<file path="config.mk">
export PLATFORM = sky130hd
export DESIGN_NAME = gpp_port
export DESIGN_NICKNAME = d
export VERILOG_FILES = /design/src/rtl/gpp_pkg.sv /design/src/rtl/gpp_reg_if.sv /design/src/rtl/gpp_apb.sv /design/src/rtl/gpp_sense.sv /design/src/rtl/gpp_port.sv
export SDC_FILE = /design/constraint.sdc
export NUM_CORES = 1
export LEC_CHECK = 0
export ABC_AREA = 1
export BUFFER_PORTS_ARGS = -buffer_cell sky130_fd_sc_hd__buf_2
export CAP_MARGIN = 20
export CORE_MARGIN = 4
export CORE_UTILIZATION = 50
export DETAILED_ROUTE_END_ITERATION = 6
export PLACE_DENSITY = 0.72
export SETUP_SLACK_MARGIN = 0.15
export SKIP_LAST_GASP = 1
export SYNTH_ARGS = -nofsm -noshare
export SYNTH_HDL_FRONTEND = slang
export SYNTH_SLANG_ARGS = --single-unit
export TNS_END_PERCENT = 10
</file>
<file path="constraint.sdc">
create_clock -name CLK -period 2.3 [get_ports CLK]
set_input_delay 0.23 -clock CLK [delete_from_list [all_inputs] [get_ports CLK]]
set_output_delay 0.23 -clock CLK [all_outputs]
set_load 0.03 [all_outputs]
</file>
<file path="src/rtl/gpp_pkg.sv">
/*
 * Constants for the eight-pin general purpose port: register
 * indices, control field layout, sense codes and reset values.
 * Assumes a 32-bit APB bus with one register per aligned word.
 */
`default_nettype none
package gpp_pkg;
    localparam int NPIN = 8;
    localparam int ADDR_SHIFT = 2;
    typedef logic [7:0] gpp_byte_t;
    // Register indices; byte address is index times four.
    localparam gpp_byte_t IDX_DIR      = 8'h00;
    localparam gpp_byte_t IDX_DIRSET   = 8'h01;
    localparam gpp_byte_t IDX_DIRCLR   = 8'h02;
    localparam gpp_byte_t IDX_DIRTGL   = 8'h03;
    localparam gpp_byte_t IDX_OUT      = 8'h04;
    localparam gpp_byte_t IDX_OUTPUT_SET_ALIAS   = 8'h05;
    localparam gpp_byte_t IDX_OUTPUT_CLEAR_ALIAS   = 8'h06;
    localparam gpp_byte_t IDX_OUTPUT_TOGGLE_ALIAS   = 8'h07;
    localparam gpp_byte_t IDX_IN       = 8'h08;
    localparam gpp_byte_t IDX_FLAGS    = 8'h09;
    localparam gpp_byte_t IDX_CTRL0    = 8'h10;
    localparam gpp_byte_t IDX_CTRL7    = 8'h17;
    localparam gpp_byte_t IDX_ISTAT    = 8'h18;
    localparam gpp_byte_t IDX_IMASK    = 8'h19;
    // Pin control layout.
    localparam int CTRL_INV_BIT  = 7;
    localparam int CTRL_PULL_BIT = 3;
    localparam gpp_byte_t CTRL_WMASK = 8'h8F;
    localparam gpp_byte_t REG_RESET  = 8'h00;
    // Sense codes.
    localparam logic [2:0] SENSE_NONE  = 3'h0;
    localparam logic [2:0] SENSE_ANY   = 3'h1;
    localparam logic [2:0] SENSE_RISE  = 3'h2;
    localparam logic [2:0] SENSE_FALL  = 3'h3;
    localparam logic [2:0] SENSE_OFF   = 3'h4;
    localparam logic [2:0] SENSE_LOW   = 3'h5;
endpackage
`default_nettype wire

</file>
<file path="src/rtl/gpp_reg_if.sv">
/*
 * Register access carrier between the APB slave and the port core.
 * Assumes both ends run on the same clock.
 */
`timescale 1ns/1ps
`default_nettype none
interface gpp_reg_if;
    logic [7:0] idx;
    logic [7:0] wdata;
    logic       wr;
    logic       rd;
    logic [7:0] rvalue;
    logic [7:0] rdata;
    logic       map_ok;
    modport bus  (output idx, wdata, wr, rd, rvalue,
                  input rdata, map_ok);
    modport regs (input idx, wdata, wr, rd, rvalue,
                  output rdata, map_ok);
endinterface
`default_nettype wire

</file>
<file path="src/rtl/gpp_apb.sv">
/*
 * APB slave front end: zero wait states, read data captured in
 * the setup cycle, error on unmapped or misaligned addresses.
 * Assumes the core answers rdata and map_ok combinationally.
 */
`timescale 1ns/1ps
`default_nettype none
module gpp_apb (
    input  wire logic        clk,     // System clock.
    input  wire logic        srst,    // Sync reset.
    input  wire logic        psel,    // Select.
    input  wire logic        penable, // Access phase.
    input  wire logic        pwrite,  // Direction.
    input  wire logic [11:0] paddr,   // Byte address.
    input  wire logic [31:0] pwdata,  // Write data.
    input  wire logic [3:0]  pstrb,   // Byte strobes.
    output logic      [31:0] prdata,  // Read data.
    output logic             pready,  // Ready.
    output logic             pslverr, // Error.
    gpp_reg_if.bus           rb       // Core side.
);
    logic ok;
    logic access;

    assign rb.idx   = paddr[9:2];
    assign ok       = rb.map_ok && paddr[1:0] == 2'b00
                      && paddr[11:10] == 2'b00;
    assign access   = psel && penable;
    assign pready   = 1'b1;
    assign pslverr  = access && !ok;
    assign rb.wdata = pwdata[7:0];
    // A write without lane zero stores nothing.
    assign rb.wr    = access && pwrite && ok && pstrb[0];
    assign rb.rd    = access && !pwrite && ok;
    assign rb.rvalue = prdata[7:0];

    always_ff @(posedge clk) begin
        if (srst) begin
            prdata <= 32'h0000_0000;
        end else if (psel && !penable) begin
            prdata <= (!pwrite && ok) ? {24'h00_0000, rb.rdata}
                                      : 32'h0000_0000;
        end
    end
endmodule
`default_nettype wire

</file>
<file path="src/rtl/gpp_sense.sv">
/*
 * Per-pin input sampling and sense matching.
 * Assumes pin levels are synchronous to the clock.
 */
`timescale 1ns/1ps
`default_nettype none
module gpp_sense #(
    parameter int N = 8
) (
    input  wire logic              clk,      // System clock.
    input  wire logic              srst,     // Sync reset.
    input  wire logic [N-1:0]      pin_in,   // Pin levels.
    input  wire logic [N-1:0]      inv,      // Polarity invert.
    input  wire logic [N-1:0][2:0] sense,    // Sense select.
    output logic      [N-1:0]      in_value, // Sampled levels.
    output logic      [N-1:0]      evt       // Sense matches.
);
    function automatic logic hit(input logic [2:0] code,
                                 input logic old, input logic cur);
        case (code)
            gpp_pkg::SENSE_ANY:  hit = old ^ cur;
            gpp_pkg::SENSE_RISE: hit = cur & ~old;
            gpp_pkg::SENSE_FALL: hit = old & ~cur;
            gpp_pkg::SENSE_LOW:  hit = ~cur;
            default:             hit = 1'b0;
        endcase
    endfunction

    for (genvar n = 0; n < N; n++) begin : g_pin
        logic cur;
        logic buf_on;
        assign cur    = pin_in[n] ^ inv[n];
        assign buf_on = sense[n] != gpp_pkg::SENSE_OFF;
        // Level sense keeps firing while the pin level after invert stays low.
        assign evt[n] = buf_on && hit(sense[n], in_value[n], cur);
        always_ff @(posedge clk) begin
            if (srst) begin
                in_value[n] <= 1'b0;
            end else if (buf_on) begin
                in_value[n] <= cur;
            end
        end

    end
endmodule
`default_nettype wire

</file>
<file path="src/rtl/gpp_port.sv">
/*
 * Eight-pin general purpose port core: direction and output value
 * with atomic aliases, input sampling, per-pin sense flags,
 * polarity, pull-up control and a masked interrupt output.
 * Assumes an APB master on CLK and pins synchronous to CLK.
 */
// Design decision made here: register access over APB.
`timescale 1ns/1ps
`default_nettype none

// Behaviour
// - Output bit one drives high, zero low.
// - Output value matters only while driver enabled.
// - Set alias sets bits written one.
// - Clear alias clears bits written one.
// - Toggle alias inverts bits written one.
// - Alias reads return the output value.
// - Input register shows sampled pin levels.
// - Writing one to input toggles output bit.
// - Disabled buffer freezes the input bit.
// - Sense match sets the pin flag.
// - Writing one clears a pin flag.
// - Per-pin control: invert, pull-up, sense.
// - Invert flips driven and sampled values.
// - Pull-up only on input-only pins.
// - Codes: none, both, rising, falling edges.
// - Code four disables buffer; five low level.
// - Direction one enables the driver.
module gpp_port (
    input  wire logic        CLK,     // 200 MHz clock.
    input  wire logic        SRST,    // Sync reset, high.
    input  wire logic        PSEL,    // APB select.
    input  wire logic        PENABLE, // APB access phase.
    input  wire logic        PWRITE,  // APB direction.
    input  wire logic [11:0] PADDR,   // APB byte address.
    input  wire logic [31:0] PWDATA,  // APB write data.
    input  wire logic [3:0]  PSTRB,   // APB byte strobes.
    output logic      [31:0] PRDATA,  // APB read data.
    output logic             PREADY,  // APB ready.
    output logic             PSLVERR, // APB error.
    input  wire logic [7:0]  PIN_IN,  // Pin levels.
    output logic      [7:0]  PIN_OUT, // Pin drive level.
    output logic      [7:0]  PIN_OE,  // Pin driver enable.
    output logic      [7:0]  PIN_PU,  // Pull-up enable.
    output logic             PORT_IRQ, // Any pin flag set.
    output logic             IRQ      // Masked event status.
);
    localparam int N = gpp_pkg::NPIN;

    // ----------------------------------------------------------
    // State
    // ----------------------------------------------------------
    gpp_reg_if rb ();

    logic [N-1:0]       dir;
    logic [N-1:0]       out_value;
    logic [N-1:0][7:0]  ctrl;
    logic [N-1:0]       pin_flags;
    logic [N-1:0]       irq_status;
    logic [N-1:0]       irq_mask;
    logic [N-1:0]       in_value;
    logic [N-1:0]       evt;
    logic [N-1:0]       inv;
    logic [N-1:0]       pull;
    logic [N-1:0][2:0]  sense;
    logic [N-1:0]       next_out;
    logic [N-1:0]       next_dir;

    // ----------------------------------------------------------
    // Decode helpers
    // ----------------------------------------------------------
    function automatic logic is_ctrl(input logic [7:0] i);
        is_ctrl = i >= gpp_pkg::IDX_CTRL0
                  && i <= gpp_pkg::IDX_CTRL7;
    endfunction

    function automatic logic mapped(input logic [7:0] i);
        if (i <= gpp_pkg::IDX_FLAGS) begin
            mapped = 1'b1;
        end else if (is_ctrl(i)) begin
            mapped = 1'b1;
        end else if (i == gpp_pkg::IDX_ISTAT) begin
            mapped = 1'b1;
        end else if (i == gpp_pkg::IDX_IMASK) begin
            mapped = 1'b1;
        end else begin
            mapped = 1'b0;
        end
    endfunction

    function automatic logic wr_at(input logic [7:0] i);
        wr_at = rb.wr && rb.idx == i;
    endfunction

    // ----------------------------------------------------------
    // Bus front end
    // ----------------------------------------------------------
    gpp_apb u_apb (
        .clk     (CLK),
        .srst    (SRST),
        .psel    (PSEL),
        .penable (PENABLE),
        .pwrite  (PWRITE),
        .paddr   (PADDR),
        .pwdata  (PWDATA),
        .pstrb   (PSTRB),
        .prdata  (PRDATA),
        .pready  (PREADY),
        .pslverr (PSLVERR),
        .rb      (rb.bus)
    );

    assign rb.map_ok = mapped(rb.idx);

    always_comb begin
        rb.rdata = gpp_pkg::REG_RESET;
        if (rb.idx <= gpp_pkg::IDX_DIRTGL) begin
            rb.rdata = dir;
        end else if (rb.idx <= gpp_pkg::IDX_OUTPUT_TOGGLE_ALIAS) begin
            rb.rdata = out_value;
        end else if (rb.idx == gpp_pkg::IDX_IN) begin
            rb.rdata = in_value;
        end else if (rb.idx == gpp_pkg::IDX_FLAGS) begin
            rb.rdata = pin_flags;
        end else if (is_ctrl(rb.idx)) begin
            rb.rdata = ctrl[rb.idx[2:0]];
        end else if (rb.idx == gpp_pkg::IDX_ISTAT) begin
            rb.rdata = irq_status;
        end else if (rb.idx == gpp_pkg::IDX_IMASK) begin
            rb.rdata = irq_mask;
        end
    end

    // ----------------------------------------------------------
    // Direction
    // ----------------------------------------------------------
    always_comb begin
        next_dir = dir;
        if (wr_at(gpp_pkg::IDX_DIR)) begin
            next_dir = rb.wdata;
        end else if (wr_at(gpp_pkg::IDX_DIRSET)) begin
            next_dir = dir | rb.wdata;
        end else if (wr_at(gpp_pkg::IDX_DIRCLR)) begin
            next_dir = dir & ~rb.wdata;
        end else if (wr_at(gpp_pkg::IDX_DIRTGL)) begin
            next_dir = dir ^ rb.wdata;
        end
    end

    always_ff @(posedge CLK) begin
        if (SRST) begin
            dir <= gpp_pkg::REG_RESET;
        end else begin
            dir <= next_dir;
        end
    end

    // ----------------------------------------------------------
    // Output value and its aliases
    // ----------------------------------------------------------
    always_comb begin
        next_out = out_value;
        if (wr_at(gpp_pkg::IDX_OUT)) begin
            next_out = rb.wdata;
        end else if (wr_at(gpp_pkg::IDX_OUTPUT_SET_ALIAS)) begin
            next_out = out_value | rb.wdata;
        end else if (wr_at(gpp_pkg::IDX_OUTPUT_CLEAR_ALIAS)) begin
            next_out = out_value & ~rb.wdata;
        end else if (wr_at(gpp_pkg::IDX_OUTPUT_TOGGLE_ALIAS)) begin
            next_out = out_value ^ rb.wdata;
        end else if (wr_at(gpp_pkg::IDX_IN)) begin
            next_out = out_value ^ rb.wdata;
        end
    end

    always_ff @(posedge CLK) begin
        if (SRST) begin
            out_value <= gpp_pkg::REG_RESET;
        end else begin
            out_value <= next_out;
        end
    end

    // ----------------------------------------------------------
    // Pin control array
    // ----------------------------------------------------------
    // Reserved bits 6:4 are never stored, so they read as zero.
    always_ff @(posedge CLK) begin
        if (SRST) begin
            ctrl <= '0;
        end else if (rb.wr && is_ctrl(rb.idx)) begin
            ctrl[rb.idx[2:0]] <= rb.wdata & gpp_pkg::CTRL_WMASK;
        end
    end

    for (genvar n = 0; n < N; n++) begin : g_ctrl
        assign inv[n]   = ctrl[n][gpp_pkg::CTRL_INV_BIT];
        assign pull[n]  = ctrl[n][gpp_pkg::CTRL_PULL_BIT];
        assign sense[n] = ctrl[n][2:0];
    end

    // ----------------------------------------------------------
    // Pins
    // ----------------------------------------------------------
    // The drive level is always presented; the enable alone decides
    // whether the pad follows it.
    assign PIN_OUT = out_value ^ inv;
    assign PIN_OE  = dir;
    assign PIN_PU  = pull & ~dir;

    gpp_sense #(
        .N (N)
    ) u_sense (
        .clk      (CLK),
        .srst     (SRST),
        .pin_in   (PIN_IN),
        .inv      (inv),
        .sense    (sense),
        .in_value (in_value),
        .evt      (evt)
    );

    // ----------------------------------------------------------
    // Flags and interrupt
    // ----------------------------------------------------------
    // A match in the clearing cycle wins, so no event is lost.
    always_ff @(posedge CLK) begin
        if (SRST) begin
            pin_flags <= gpp_pkg::REG_RESET;
        end else begin
            pin_flags <= (pin_flags
                & ~(wr_at(gpp_pkg::IDX_FLAGS) ? rb.wdata
                                              : 8'h00))
                | evt;
        end
    end

    // Read clears only the bits that were actually returned, so an
    // event arriving between setup and access stays pending.
    always_ff @(posedge CLK) begin
        if (SRST) begin
            irq_status <= gpp_pkg::REG_RESET;
        end else begin
            irq_status <= (irq_status
                & ~((rb.rd && rb.idx == gpp_pkg::IDX_ISTAT)
                    ? rb.rvalue : 8'h00))
                | evt;
        end
    end

    always_ff @(posedge CLK) begin
        if (SRST) begin
            irq_mask <= gpp_pkg::REG_RESET;
        end else if (wr_at(gpp_pkg::IDX_IMASK)) begin
            irq_mask <= rb.wdata;
        end
    end

    assign PORT_IRQ = |pin_flags;
    assign IRQ      = |(irq_status & irq_mask);
endmodule
`default_nettype wire

</file>
==> results of run 1 <==
-- per-stage QoR --
stage / instance area [µm²] / cells
final: 7200 / 1177
after global routing: 7200 / 1177
after CTS: 7200 / 1177
after detailed placement: 6900 / 1161
after global placement: 6900 / 1161
after floorplan: 6380 / 941
-- flip-flops by register name, indices dropped and copies added (netlist names) --
| register | count |
|---|---|
| irq_status | 8 |
| u_sense.in_value | 8 |
| pin_flags | 8 |
| PIN_OE | 8 |
| u_apb.prdata | 8 |
| out_value | 8 |
| irq_mask | 8 |
| ctrl | 40 |
-- critical path, cell delays in order --
cell	delay, ns
buf_2	0.10
nor2_1	0.23
nand2_1	0.18
buf_4	0.19
inv_1	0.11
nand2_1	0.06
nand2_1	0.06
nor2_1	0.05
nor2_1	0.28
nor2_1	0.06
buf_2	0.18
-- power by group through the flow --
stage          clock network (mW)  registers (mW)  logic, mW
2_1_floorplan                   0            1.71      0.290
3_3_place_gp                    0            1.72      0.392
3_5_place_dp                    0            1.72      0.398
4_1_cts                      1.60            1.68      0.399
5_1_grt                      1.66            1.68      0.442
6_report                     1.58            1.68      0.411
-- cell usage after synthesis, types with 3 or more instances --
cell type    n  area share, %
dfxtp_1     96             31
o2111ai_1    9            1.3
a211oi_1     5           0.60
a21oi_1    133             11
o21ai_1      6           0.48
nand3_2      4           0.64
o21ai_0     87            6.9
xnor2_1      8            1.1
nand4_1     11            1.1
inv_2        3           0.18
buf_4       25            3.0
nor3_1      12           0.95
inv_1      131            7.8
nor2_2       3           0.30
o311ai_0     7           0.97
clkbuf_1    20            1.2
buf_2        6           0.48
xor2_1       8            1.1
a22oi_1      4           0.48
nor2_1      46            2.7
nand3_1     68            5.4
nor2_4       3           0.54
nand2_1    144            8.6
a31oi_1      7           0.70
ha_1        48            9.5
o211ai_1     8           0.95
-- layer usage --
metal  global-route usage, %  vias to the layer above  wire [µm]
met4                    12.7                        0        886
met3                    5.33                       57       2100
met5                       0                        -          0
met1                    40.9                     3011       9030
li1                        -                     3214          -
met2                    44.0                      373       9040
-- logic make-up after synthesis --
| family | share of synthesized area [%] |
|---|---|
| AOI/OAI and AO/OA | 23.4 |
| xor gates and xnor gates | 2.23 |
| adders and majority gates | 9.54 |
| buffers and inverters | 13.0 |
| DFF | 30.5 |
| other | 0.119 |
| and+or+nand+nor | 21.1 |
-- worst max-delay path by stage --
stage / startpoint / endpoint / slack (ns) / cells past startpoint
6_report: PADDR[9] / PSLVERR / 0.31 / 11
3_3_place_gp: PADDR[9] / irq_mask[6] / 0.13 / 12
3_5_place_dp: PADDR[9] / irq_mask[4] / 0.11 / 12
4_1_cts: PADDR[9] / PSLVERR / 0.35 / 11
5_1_grt: PADDR[9] / PSLVERR / 0.20 / 11
2_1_floorplan: PADDR[3] / ctrl[0] / 0.50 / 13
-- layout make-up --
cell class	instances	area [µm²]
fillers	1223	4960
multi-input cells	656	3640
flip-flops and latches	96	1920
repair buffers	105	618
inverters	136	512
clock buffers	9	225
well taps	168	210
clock inverters	7	78.8
==> metrics.md, run 1 <==
| Metric | Value |
|---|---|
| Gate power share | 11.2% |
| Number of synthesized flops with an enable pin | 0 |
| Largest net degree at the start of global routing | 61 |
| Number of gates resized after CTS | 0 |
| CP Max Fanout | 5 |
| Worst reg-to-reg setup slack | 0.56 ns |
| PortBufs | 68 |
| Layout area overhead | 14.5% |
| Slew HR | 38.8% |
| Sequential power share | 45.7% |
| # nets final | 1113 |
| DRC | 0 |
| CP required | 2.07 ns |
| Remaining Overflow, GRT | 0 |
| Initial antenna violation count | 0 |
| Crit Path Class | in2out |
| Clock Pin Slew Worst Setup and Hold Paths | 0.08 ns |
| Final setup fails | 0 |
| Sw power | 1.04 mW |
| Sw frac | 28.3% |
| Critical Path Sink Type | output pin |
| Core area | 0.0122 mm² |
| Data arrival time of the worst path | 1.76 ns |
| Hold Buf Count CTS | 0 |
| TritonRoute pass-1 iters | 6 |
| Worst hold stages | 3 |
| Num CTS Buffers | 9 |
| Die width | 120 µm |
| Final Cycle Share | 86.4% |
| Share of cells above drive strength 1 | 13.9% |
| FF-to-FF Start | ctrl[31] |
| Routed WL | 21100 µm |
| Overall power | 3.67 mW |
| Reg-to-Reg End | pin_flags[3] |
| Clock buffer depth | 2 |
| Hold WC Path Type | in2reg |
| Worst setup skew after layout | 0.00987 ns |
| Clk sinks | 96 |
| Pre-CTS WS | 0.114 ns |
| Maxcap violations | 0 |
| Post-CTS setup buffers | 0 |
| Die Span Y | 120 µm |
| Static Leak | 3.25 nW |
| Warning count from the yosys run | 0 |
| Clock Root Buffer | clkbuf_16 |
| Synthesized cell area | 0.00629 mm² |
| Final Hold Viols | 0 |
| WL/cell | 17.9 µm |
| Maximum clock rate | 503 MHz |
| Die Area | 0.0144 mm² |
| H-Tree Depth | 3 |
| Clock network power share | 43.2% |
| Post-synthesis cell count | 918 |
| RSZ-0062 raised after global routing | no |
| Worst setup margin | 0.312 ns |
| CTS tree | done |
| DR iter-0 viols | 782 |
| Worst setup SP type | input pin |
| Final Wtd Congestion | 0.988 |
| Leading cell types in the layout, fill and taps excluded | 144 x nand2_1, 133 x a21oi_1, 131 x inv_1, 96 x dfxtp_1, 87 x o21ai_0 |
| Antenna cells | 0 |
| Setup TNS | 0 ns |
| Primary FF master, synth | dfxtp_1 |
| First-pass GRT wire length | 32800 µm |
| Worst Max-Slew Pin Slew | 0.906 ns |
| Status | completed |
| Syn_area_per_cell | 6.85 µm² |
| Initial Utilization | 51.7% |
| Total GRT Usage | 29.2% |
| Worst hold path endpoint | PIN_OE[4] |
| Most common cell after layout, fill and taps aside | nand2_1 |
| Power per Cell Area | 510 mW/mm² |
| Worst-case hold slack | 0.242 ns |
| Hold path start | PWDATA[4] |
| Ys async rst share | 0% |
| Site row count | 40 |
| Post-synthesis sequential area ratio | 30.5% |
| Skew-Pair Late Insertion Delay | 0.37 ns |
| Io pins | 121 |
| Maximum vdd drop | 0.000296 V |
| Unique masters post-synth | 38 |
| Detailed-route via count | 6655 |
| Post-route ant nets | 0 |
| Reg2Reg Depth | 4 |
| Final Max Slew Viols | 0 |
| Internal power | 2.63 mW |
| End-of-flow core utilization | 59.2% |
| Vias in the first global route | 6029 |
| Period minus WS final | 1.99 ns |
| Synth Register Bits | 96 |
| Dpl hpwl | 15800 µm |
| Drt via density | 5.65 |
Note: power is estimated with default switching activity, not from simulation.
==> run 2: changes to the inputs <==
PLACE_DENSITY = 0.75   (was 0.72)
clock period = 1.8 ns   (was 2.3 ns; I/O delays follow)
==> metrics.md, run 2 (same netlist as run 1, synthesis figures left out) <==
| Metric | Value |
|---|---|
| Power per Cell Area | 618 mW/mm² (was 510 mW/mm²) |
| Static Leak | 3.55 nW (was 3.25 nW) |
| Hold WC Path Type | in2reg (unchanged) |
| Gate power share | 12.0% (was 11.2%) |
| Worst-path cell chain | xnor2_1 -> inv_1 -> ha_1 -> a31oi_1 -> o311ai_1 -> a21oi_1 (was buf_2 -> nor2_1 -> nand2_1 -> buf_4 -> inv_1 -> nand2_1 -> nand2_1 -> nor2_1 -> nor2_1 -> nor2_1 -> buf_2) |
| DR iter-0 viols | 778 (was 782) |
| Clock Pin Slew Worst Setup and Hold Paths | 0.07 ns (was 0.08 ns) |
| Antenna cells | 0 (unchanged) |
| Sequential power share | 45.0% (was 45.7%) |
| Data arrival time of the worst path | 1.92 ns (was 1.76 ns) |
| PortBufs | 68 (unchanged) |
| Clock Root Buffer | clkbuf_16 (unchanged) |
| Crit. Startpoint | ctrl[63] (was PADDR[9]) |
| Slowest CP cell | dfxtp_1 (was nor2_1) |
| Die width | 120 µm (unchanged) |
| Overall power | 4.76 mW (was 3.67 mW) |
| Sw frac | 27.2% (was 28.3%) |
| Initial antenna violation count | 0 (unchanged) |
| Die Area | 0.0144 mm² (unchanged) |
| Final Cycle Share | 90.9% |
| Io pins | 121 (unchanged) |
| Met2 WL | 9200 µm (was 9040 µm) |
| Critical Path Sink Type | register (was output pin) |
| Total GRT Usage | 29.0% (was 29.2%) |
| FF-to-FF Start | ctrl[63] (was ctrl[31]) |
| Maximum clock rate | 611 MHz |
| Clk sinks | 96 (unchanged) |
| Num CTS Buffers | 9 (unchanged) |
| Routed WL | 21200 µm (was 21100 µm) |
| Final setup fails | 0 (unchanged) |
| Die Span Y | 120 µm (unchanged) |
| Worst-case hold slack | 0.183 ns (was 0.242 ns) |
| Skew-Pair Late Insertion Delay | 0.36 ns (was 0.37 ns) |
| Status | completed (unchanged) |
| Drt via density | 5.65 (about the same) |
| Largest register FFs | 40 (unchanged) |
| Worst setup skew after layout | 0.00763 ns (was 0.00987 ns) |
| Site row count | 40 (unchanged) |
| # nets final | 1155 (was 1113) |
| Maximum vdd drop | 0.000413 V (was 0.000296 V) |
| Hold path start | PWDATA[5] (was PWDATA[4]) |
| Final Max Slew Viols | 0 (unchanged) |
| RSZ-0062 raised after global routing | yes (was no) |
| Core area | 0.0122 mm² (unchanged) |
| Max layer used | met4 (unchanged) |
| H-Tree Depth | 3 (unchanged) |
| Filler cells | 1147 (was 1223) |
| Dpl hpwl | 15800 µm (about the same) |
| Worst Max-Slew Pin Slew | 0.538 ns (was 0.906 ns) |
| Met3 WL | 2310 µm (was 2100 µm) |
| Initial Utilization | 51.7% (unchanged) |
| Design area | 0.00771 mm² (was 0.00720 mm²) |
| Internal power | 3.47 mW (was 2.63 mW) |
| Most common cell after layout, fill and taps aside | a21oi_1 (was nand2_1) |
| DRC | 0 (unchanged) |
| Met1 wire length | 8600 µm (was 9030 µm) |
| CP Max Fanout | 3 (was 5) |
| Maxcap violations | 0 (unchanged) |
| Hold Buf Count CTS | 0 (unchanged) |
| Final Wtd Congestion | 1.03 (was 0.988) |
| Post-route ant nets | 0 (unchanged) |
| CTS tree | done (unchanged) |
| Period minus WS final | 1.64 ns |
| Slew HR | 63.5% (was 38.8%) |
| Remaining Overflow, GRT | 0 (unchanged) |
| CP required | 2.09 ns (was 2.07 ns) |
| WL/cell | 17.4 µm (was 17.9 µm) |
| First-pass GRT wire length | 32700 µm (was 32800 µm) |
| Worst path bufs/invs | 1 (was 4) |
| Leading cell types in the layout, fill and taps excluded | 133 x a21oi_1, 132 x nand2_1, 127 x inv_1, 92 x dfxtp_1, 77 x buf_4 (was 144 x nand2_1, 133 x a21oi_1, 131 x inv_1, 96 x dfxtp_1, 87 x o21ai_0) |
| TritonRoute pass-1 iters | 5 (was 6) |
| Sw power | 1.29 mW (was 1.04 mW) |
| Vias in the first global route | 6235 (was 6029) |
| Largest net degree at the start of global routing | 61 (unchanged) |
| Worst setup SP type | register (was input pin) |
| Slowest Stage Delay on Critical Path | 0.33 ns (was 0.28 ns) |
| Detailed-route via count | 6893 (was 6655) |
| Final Hold Viols | 0 (unchanged) |
| Clock buffer depth | 2 (unchanged) |
| Crit Path Class | reg2reg (was in2out) |
| Crit path max-delay family | compound AO/OA/AOI/OAI gates (was simple AND/OR/NAND/NOR gates) |
| Area post-placement | 0.00732 mm² (was 0.00690 mm²) |
| End-of-flow core utilization | 63.4% (was 59.2%) |
| Top reg by flops | ctrl (unchanged) |
| Setup TNS | 0 ns (unchanged) |
| Layout area overhead | 22.5% (was 14.5%) |
| Share of cells above drive strength 1 | 20.0% (was 13.9%) |
| Clock network power share | 43.0% (was 43.2%) |
| Worst reg-to-reg setup slack | 0.16 ns (was 0.56 ns) |
==> run 2: cell count changes in the layout (fill, tap and decap cells not counted), moves of 4 or more <==
cell,change
xnor2_2,+4
nand2_2,+7
nor2_1,-4
nand2_4,+5
inv_1,-4
dfxtp_1,-4
xnor2_1,-4
o311ai_0,-6
nand2_1,-12
o311ai_1,+6
o21ai_1,+29
o21ai_0,-29
inv_2,+4
buf_4,+40
==> run 2: area by class of cell <==
type | count | area [µm²] | area share, %
Multi-Input combinational cell | 656 | 3760 | 48.9
Sequential cell | 96 | 1930 | 25.0
Clock inverter | 4 | 51.3 | 0.666
Clock buffer | 12 | 256 | 3.33
Tap cell | 168 | 210 | 2.73
Timing Repair Buffer | 147 | 971 | 12.6
Inverter | 136 | 523 | 6.79
==> run 2: worst reg2reg max path: cells and delay by family (launching register included) <==
family          cells  cell delay, ns
flops               1            0.33
buf+inv             1            0.12
compound gates      3            0.55
xor+xnor            1            0.26
fa+ha+maj           1            0.30
==> run 2: repair_timing <==
| action | CTS | global route |
|---|---|---|
| setup buffers | 0 | 3 |
| setup endpoints to repair | 8 | 46 |
| pin swaps | 0 | 4 |
| resized for setup | 3 | 23 |
| gates cloned | 0 | 0 |
==> run 2: worst paths after layout <==
| kind | endpoint | depth (start not counted) |
|---|---|---|
| hold reg to reg | ctrl[51] | 2 |
| hold / removal | irq_mask[5] | 3 |
| setup reg to reg | irq_status[7] | 6 |
| setup / recovery | irq_status[7] | 6 |
==> run 2: layer usage <==
metal / track usage [%] / vias up
li1: - / 3295
met5: 0 / -
met3: 8.70 / 72
met4: 14.3 / 0
met1: 37.7 / 3138
met2: 43.8 / 388
==> run 2: per-stage QoR <==
| stage | setup slack [ns] | instances |
|---|---|---|
| 5_1_grt | 0.0532 | 1219 |
| 3_5_place_dp | -0.129 | 1200 |
| 2_1_floorplan | 0.0961 | 941 |
| 6_report | 0.164 | 1219 |
| 3_3_place_gp | -0.0695 | 1200 |
| 4_1_cts | 0.0881 | 1216 |
==> run 2: power groups by stage <==
stage	sequential [mW]	combinational [mW]	clock (mW)
floorplan	2.19	0.384	0
global placement	2.19	0.536	0
detailed placement	2.19	0.544	0
CTS	2.14	0.548	2.06
global route	2.14	0.623	2.15
finish	2.14	0.572	2.05
